## src/core/startup_gate_pkg.sv

```systemverilog
// Constants and types for the start-up gating logic
package startup_gate_pkg;

  localparam int unsigned CFG_SEL_W = 5;

  // Function assigned to the gating pin by the configuration
  localparam logic FUNC_POWER_DOWN = 1'h0;
  localparam logic FUNC_RESTART    = 1'h1;

  localparam logic [CFG_SEL_W-1:0] CFG_SEL_RESET = 5'h00;

  typedef enum logic [2:0] {
    ST_HALTED,
    ST_LOAD,
    ST_RUN,
    ST_LOW_POWER,
    ST_RESTART
  } gate_state_t;

endpackage

```

## src/core/power_good_startup_gate.sv

```systemverilog
// Start-up gate driven by the supply-valid / low-power request pin
`timescale 1ns/1ps
`default_nettype none

// Operation
// - While the gating pin is low the start-up sequence stays halted and continues only when it goes high.
// - The pin may be low from the first moment after reset and the gate then stays halted throughout.
// - In power-down mode the first rise loads a new configuration chosen by the select pins.
// - In power-down mode each later rise returns to the configuration already loaded.
// - In power-down mode, once a configuration is loaded, a low pin enters or holds a low-power state with the synth loop off.
// - Leaving power-down resumes exactly the operating state held before it.
// - In restart mode a low pin resets the device to repeat the whole power-up sequence.
// - In restart mode a rise loads a configuration anew, which may differ from before.
// - The configuration gives the pin either the power-down or the restart function, never both.
module power_good_startup_gate
  import startup_gate_pkg::*;
(
  // Clock, reset, enable
  input  wire logic                 i_core_clk,
  input  wire logic                 i_arst_n,
  input  wire logic                 i_clk_en,
  // Gating pin
  input  wire logic                 i_supply_valid_in,
  // Configuration selection pins and load handshake
  input  wire logic [CFG_SEL_W-1:0] i_cfg_sel_pins,
  input  wire logic                 i_cfg_load_done,
  input  wire logic                 i_pin_func_restart,
  // Sequencer control
  output logic                      o_seq_run,
  output logic                      o_cfg_load_req,
  output logic [CFG_SEL_W-1:0]      o_cfg_sel,
  output logic                      o_low_power,
  output logic                      o_main_synth_loop_en,
  output logic                      o_core_reset_n,
  output logic                      o_pin_func
);

  // ----------------------------------------------------------------
  // Pin synchroniser and edge detect
  // ----------------------------------------------------------------
  logic                 sync1_reg, sync2_reg, sync3_reg;
  logic                 sync1_next, sync2_next, sync3_next;
  logic [CFG_SEL_W-1:0] sel_sync1_reg, sel_sync2_reg;
  logic [CFG_SEL_W-1:0] sel_sync1_next, sel_sync2_next;
  logic                 pin_rise, pin_fall;

  // Select pins are board pins too: same two-stage path as the gate pin
  always_comb begin
    sync1_next     = sync1_reg;
    sync2_next     = sync2_reg;
    sync3_next     = sync3_reg;
    sel_sync1_next = sel_sync1_reg;
    sel_sync2_next = sel_sync2_reg;
    if (i_clk_en) begin
      sync1_next     = i_supply_valid_in;
      sync2_next     = sync1_reg;
      sync3_next     = sync2_reg;
      sel_sync1_next = i_cfg_sel_pins;
      sel_sync2_next = sel_sync1_reg;
    end
  end

  always_ff @(posedge i_core_clk or negedge i_arst_n) begin
    if (!i_arst_n) begin
      sync1_reg     <= 1'h0;
      sync2_reg     <= 1'h0;
      sync3_reg     <= 1'h0;
      sel_sync1_reg <= CFG_SEL_RESET;
      sel_sync2_reg <= CFG_SEL_RESET;
    end else begin
      sync1_reg     <= sync1_next;
      sync2_reg     <= sync2_next;
      sync3_reg     <= sync3_next;
      sel_sync1_reg <= sel_sync1_next;
      sel_sync2_reg <= sel_sync2_next;
    end
  end

  assign pin_rise = sync2_reg & ~sync3_reg;
  assign pin_fall = ~sync2_reg & sync3_reg;

  // ----------------------------------------------------------------
  // Gate state machine
  // ----------------------------------------------------------------
  gate_state_t            state_reg, state_next;
  logic                   loaded_reg, loaded_next;
  logic                   func_reg, func_next;
  logic [CFG_SEL_W-1:0]   sel_reg, sel_next;

  always_comb begin
    state_next  = state_reg;
    loaded_next = loaded_reg;
    func_next   = func_reg;
    sel_next    = sel_reg;
    if (i_clk_en) begin
      case (state_reg)
        ST_HALTED: begin
          // Level, so a rise landing in a one-cycle state is not lost
          if (sync2_reg) begin
            if (loaded_reg && func_reg == FUNC_POWER_DOWN) begin
              state_next = ST_RUN;
            end else begin
              sel_next   = sel_sync2_reg;
              state_next = ST_LOAD;
            end
          end
        end
        ST_LOAD: begin
          if (!sync2_reg) begin
            state_next = ST_HALTED;
          end else if (i_cfg_load_done) begin
            loaded_next = 1'h1;
            func_next   = i_pin_func_restart;
            state_next  = ST_RUN;
          end
        end
        ST_RUN: begin
          if (pin_fall) begin
            state_next = (func_reg == FUNC_RESTART) ? ST_RESTART : ST_LOW_POWER;
          end
        end
        ST_LOW_POWER: begin
          state_next = ST_HALTED;
        end
        ST_RESTART: begin
          loaded_next = 1'h0;
          func_next   = FUNC_POWER_DOWN;
          sel_next    = CFG_SEL_RESET;
          state_next  = ST_HALTED;
        end
        default: state_next = ST_HALTED;
      endcase
    end
  end

  always_ff @(posedge i_core_clk or negedge i_arst_n) begin
    if (!i_arst_n) begin
      state_reg  <= ST_HALTED;
      loaded_reg <= 1'h0;
      func_reg   <= FUNC_POWER_DOWN;
      sel_reg    <= CFG_SEL_RESET;
    end else begin
      state_reg  <= state_next;
      loaded_reg <= loaded_next;
      func_reg   <= func_next;
      sel_reg    <= sel_next;
    end
  end

  // ----------------------------------------------------------------
  // Registered outputs
  // ----------------------------------------------------------------
  logic run_reg, load_reg, lp_reg, synth_reg, crst_n_reg;
  logic run_next, load_next, lp_next, synth_next, crst_n_next;

  always_comb begin
    run_next    = (state_next == ST_RUN);
    load_next   = (state_next == ST_LOAD);
    lp_next     = loaded_next && (func_next == FUNC_POWER_DOWN)
                  && (state_next == ST_HALTED || state_next == ST_LOW_POWER);
    synth_next  = (state_next == ST_RUN);
    crst_n_next = (state_next != ST_RESTART) && loaded_next;
  end

  always_ff @(posedge i_core_clk or negedge i_arst_n) begin
    if (!i_arst_n) begin
      run_reg    <= 1'h0;
      load_reg   <= 1'h0;
      lp_reg     <= 1'h0;
      synth_reg  <= 1'h0;
      crst_n_reg <= 1'h0;
    end else begin
      run_reg    <= run_next;
      load_reg   <= load_next;
      lp_reg     <= lp_next;
      synth_reg  <= synth_next;
      crst_n_reg <= crst_n_next;
    end
  end

  assign o_seq_run            = run_reg;
  assign o_cfg_load_req       = load_reg;
  assign o_cfg_sel            = sel_reg;
  assign o_low_power          = lp_reg;
  assign o_main_synth_loop_en = synth_reg;
  assign o_core_reset_n       = crst_n_reg;
  assign o_pin_func           = func_reg;
endmodule
`default_nettype wire

```

## config.mk

```make
export PLATFORM = sky130hd
export DESIGN_NAME = power_good_startup_gate
export DESIGN_NICKNAME = d
export VERILOG_FILES = /design/src/core/startup_gate_pkg.sv /design/src/core/power_good_startup_gate.sv
export SDC_FILE = /design/constraint.sdc
export NUM_CORES = 1
export LEC_CHECK = 0
export ABC_CLOCK_PERIOD_IN_PS = 1800
export BUFFER_PORTS_ARGS = -buffer_cell sky130_fd_sc_hd__buf_2
export CAP_MARGIN = 5
export CORE_MARGIN = 2
export CORE_UTILIZATION = 53
export DETAILED_ROUTE_END_ITERATION = 16
export PLACE_DENSITY = 0.74
export SETUP_SLACK_MARGIN = 0.4
export SLEW_MARGIN = 40
export SYNTH_ARGS = -nofsm -noshare
export SYNTH_HDL_FRONTEND = slang
export SYNTH_SLANG_ARGS = --single-unit
export TNS_END_PERCENT = 1
```

## constraint.sdc

```tcl
create_clock -name i_core_clk -period 1.8 [get_ports i_core_clk]
set_clock_uncertainty 0.1 [all_clocks]
set_input_delay 0.09 -clock i_core_clk [delete_from_list [all_inputs] [get_ports i_core_clk]]
set_output_delay 0.09 -clock i_core_clk [all_outputs]
set_load 0.005 [all_outputs]
```

After elaboration in Yosys (flattened, before gate mapping)
Index checks and enable logic that the tools add are counted.

word-level totals
  register bits after elaboration = 27
  input port bits = 11
  output and inout port bits = 11

operators by class
  equal/unequal tests = 9
  muxes and demuxes = 19
  bitwise operators = 4
  reductions and logical operators = 9

operators with widths
  kind                  number
  $mux W3               6
  $mux W5               2
  $pmux W5 S2           1
  $eq A3 B2 Y1 const B  3
  $pmux W3 S3           1
  $eq A3 B1 Y1 const B  2
  $logic_not A3 Y1      2
  $mux W1               6
  $logic_and A1 B1 Y1   4
  $ne A2 B2 Y1 const B  2
  $pmux W1 S2           2
  $reduce_and A4 Y1     1
  $eq A3 B3 Y1 const B  1
  $ne A3 B3 Y1 const B  1
  $not A1 Y1            3
  $mux W2               1
  $reduce_bool A2 Y1    1
  $and A1 B1 Y1         1
  $logic_or A1 B1 Y1    1

Logic depth before layout (Yosys ltp)
  depth after elaboration = 9
  depth in mapped cells = 5
  mapped depth without buffers = 4

Least setup slack after synthesis
Ideal clock, no wire load.

  path type = register -> register
  from = reg state_reg[1]
  to = reg lp_reg (netlist: o_low_power)
  arrival = 1242 ps
  data required time = 1556 ps
  path slack = 314 ps
  stages on the path, launching flop included = 5
  path buffers = 0
  clock period less this slack = 1486 ps
  cell sequence = dfrtp_1 nand4bb_1 nor3_1 o211ai_2 nor4b_2

on the way
  word-level cells in the longest chain between the ends = 7
  elaborated cells on any way between the ends = 20
  classes of those cells = 4 x eq/ne; 10 x mux; 1 x bitwise; 5 x reduce/logical

ends and longest elaborated chain
  what                                                     RTL line                        RTL
  from (decl)                                              power_good_startup_gate.sv:85   gate_state_t state_reg, state_next;
  from (signal assigned)                                   power_good_startup_gate.sv:143  state_reg <= state_next;
  $mux W3                                                  power_good_startup_gate.sv:111  end else if (i_cfg_load_done) begin
  $mux W3                                                  power_good_startup_gate.sv:109  if (!sync2_reg) begin
  $pmux W3 S3                                              power_good_startup_gate.sv:96   case (state_reg)
  $mux W3                                                  power_good_startup_gate.sv:95   if (i_clk_en) begin
  $eq A3 B2 Y1 / $logic_not A3 Y1 (equally long branches)  power_good_startup_gate.sv:160  && (state_next == ST_HALTED || state_next == ST_LOW_POWER);
  $logic_or A1 B1 Y1                                       power_good_startup_gate.sv:160
  $logic_and A1 B1 Y1 *                                    power_good_startup_gate.sv:160
  via lp_next                                              power_good_startup_gate.sv:154  logic run_next, load_next, lp_next, synth_next, crst_n_next;
  to (signal assigned)                                     power_good_startup_gate.sv:175  lp_reg <= lp_next;
  to (decl)                                                power_good_startup_gate.sv:153  logic run_reg, load_reg, lp_reg, synth_reg, crst_n_reg;

The timed path passes the listed nets; every way through them passes the cells marked *.
A chain may end at the register's enable or synchronous reset.

Worst setup path after layout
  from = reg state_reg[2]
  to = reg lp_reg (netlist: o_low_power)

Same word-level chain as after synthesis.

==> impl_metrics.tcl <==
set metrics [dict create \
    gp_congestion 0.838 \
    setup-violations-final 0 \
    cts_tree "done" \
    htree_levels 1 \
    synth.largest_area_cell "dfrtp_1" \
    rsz0062_at_grt "yes" \
    drive_above_1_share_pct 46.6 \
    cts_buffers 3 \
    tns_ns 0 \
    fin_crit_ns 1.57 \
    std_cell_rows 17 \
    powerDensity_nw_per_um2 1270 \
    leakagePower_nw 0.693 \
    dieArea_sq_um 2700 \
    max_cap_violations 0 \
    final_util_pct 69.4 \
    cp-start-kind "register" \
    clk_pin_slew_ns 0.14 \
    insertion_delay_ns 0.31 \
    synth.net_count 108 \
    synthCells 97 \
    slowest_stage "dfrtp_2" \
    final_nets 143 \
    path_class "reg2reg" \
    first_pass_iters 4 \
    clock_sinks 27 \
    syn_to_final_growth_pct 24.7 \
    yosys_warnings 0 \
    via_count 853 \
    worstPathCellList "nand4bb_4 > nor3_2 > o211ai_2 > nor4b_2" \
    track_usage_pct 20.0 \
    antenna_found_initial 0 \
    grt_max_degree 28 \
    via_per_inst 5.36 \
    dp.final_hpwl_um 1490 \
    ioPinCount 22 \
    dieWidth_um 52.0 \
    fmax_mhz 636 \
    register_area_sq_um 681 \
    slew_headroom_pct 61.4 \
    ys_seq_area_share_pct 55.4 \
    hold_violations 0 \
    ys_types 33 \
    clockBufferDepth 2 \
    start_util_pct 55.6 \
    vdd_drop_max_uv 718 \
    drc 0 \
    crit_required_ns 1.92 \
    multi_input_area_sq_um 524 \
    port_buffers 21 \
    grt-ovfl-total 0 \
    ys_ff_latch 27 \
    ys_top_cells_by_area "dfrtp_1 55%, mux2_2 12%, mux2i_1 4.1%" \
    outcome "finished, final reports clean" \
    cpPeakStageDelay_ns 0.47 \
    synth.top_cell.area_share_pct 55.4 \
    drt_wl_total_um 2430 \
    cp_max_fo 7 \
    die_y_um 52.0 \
    crit_path_end_kind "register" \
    syn_avg_cell_area_sq_um 12.6 \
    worst_slew_pin_slew_ns 0.578 \
    hold_ws_ns 0.0698 \
    grt_pass1_vias 816 \
    nFillCells 155 \
    mappedNetlistArea_sq_um 1220 \
    wl_per_cell_um 15.3 \
    hold_path_class "in2reg" \
    drt_iter0_drc 8 \
    diodes 0 \
    core_sq_um 2190 \
    slew_viol_final 0 \
    critPathArrivalTime_ns 1.69 \
    period_share_pct 87.4 \
    grt_pass1_wl_um 3870 \
    clk_root_buffer_cell "clkbuf_4" \
    ant_nets 0 \
]
-- path summary, 6_finish.rpt --
| check | slack (ns) | startpoint | to | cells after the start |
|---|---|---|---|---|
| setup / recovery | 0.23 | state_reg[2] | o_low_power | 4 |
| hold reg to reg | 0.42 | o_cfg_sel[1] | o_cfg_sel[1] | 2 |
| hold / removal | 0.07 | i_cfg_load_done | loaded_reg | 3 |
| setup reg to reg | 0.23 | state_reg[2] | o_low_power | 4 |
| max in group asynchronous | 1.00 | i_arst_n | state_reg[0] | 2 |
| min in group asynchronous | 0.19 | i_arst_n | o_cfg_sel[2] | 2 |
-- power breakdown --
group          switching [mW]  total, mW  internal [mW]  leakage (nW)
Sequential              0.141      0.931          0.789         0.306
Clock                   0.172      0.255         0.0830        0.0177
Combinational           0.341      0.739          0.397         0.369
Total                   0.655       1.92           1.27         0.693
-- placed cells by master (no fill, tap or decap), drive strengths merged --
cell	instances
o22ai	1
dfrtp	27
nand3	3
nor3b	2
mux2	13
nor2b	1
and2	1
clkinv	1
o22a	1
o211ai	1
nor3	1
nor4b	1
a22oi	1
clkbuf	3
nand3b	1
and4bb	3
inv	8
a22o	1
mux2i	5
o21a	1
dlygate4sd3	8
o21ai	3
nand2	10
nor2	2
a21oi	2
buf	26
o31ai	1
nand4bb	1
or2	1
a211oi	1
-- through the flow --
| step | power [mW] | instances | setup slack (ns) | cell area (sq um) |
|---|---|---|---|---|
| 2_1_floorplan | 1.38 | 97 | 0.366 | 1230 |
| 3_3_place_gp | 1.54 | 143 | 0.294 | 1350 |
| 3_5_place_dp | 1.56 | 143 | 0.270 | 1350 |
| 4_1_cts | 1.85 | 155 | 0.300 | 1470 |
| 5_1_grt | 2.08 | 159 | 0.130 | 1520 |
| 6_report | 1.92 | 159 | 0.227 | 1520 |
-- layer usage --
layer	vias to the layer above	wire, um	share of wire [%]	global-route usage [%]
li1	405	-	-	-
met1	415	1100	45	27.6
met2	29	1150	47	31.4
met3	4	128	5.3	4.02
met4	0	44	1.8	6.58
met5	-	0	0	0
-- cells in the mapped netlist --
library cell / n
a22oi_2: 1
and4bb_2: 1
o21ai_0: 2
a22o_1: 1
nand4bb_1: 1
nand3b_1: 1
inv_1: 8
nor2b_1: 1
o22ai_2: 1
buf_2: 1
buf_6: 1
o22a_1: 1
nor4b_2: 1
o31ai_1: 1
o21ai_1: 1
nand3_1: 3
and2_1: 1
mux2_2: 13
o211ai_2: 1
buf_4: 2
nor2_1: 2
nand2_1: 10
and4bb_4: 1
and4bb_1: 1
or2_2: 1
dfrtp_1: 27
o21a_1: 1
a21oi_1: 1
nor3b_1: 2
mux2i_1: 5
a21oi_2: 1
a211oi_2: 1
nor3_1: 1
-- cell families (layout without fill, tap and decap cells) --
group	after synthesis	count (layout)	share of synthesized area (%)
AO/OA/AOI/OAI	13	13	9.14
buffers and inverters	12	46	5.03
flip-flops	27	27	55.4
multiplexers	18	18	16.1
AND/OR/NAND/NOR	27	27	14.3
-- area by class of cell --
class	instances	share of cell area (%)
repair buffers	34	14.7
well taps	28	2.30
clock inverters	1	0.329
flip-flops and latches	27	44.8
inverters	8	1.98
multi-input cells	58	34.5
clock buffers	3	1.48
-- worst max-delay path: cells and delay by family (launching register included) --
| kind | cells | cell delay [ns] |
|---|---|---|
| simple gates | 3 | 0.76 |
| flops | 1 | 0.47 |
| compound gates | 1 | 0.14 |
-- timing repair --
item | CTS | global route
setup endpoints to repair | 9 | 12
hold endpoints to repair | 35 | 0
buffers inserted | 0 | 4
hold buffers | 8 | 0
pin swaps | 2 | 5
resized for setup | 4 | 4
Note: power is estimated with default switching activity, not from simulation.
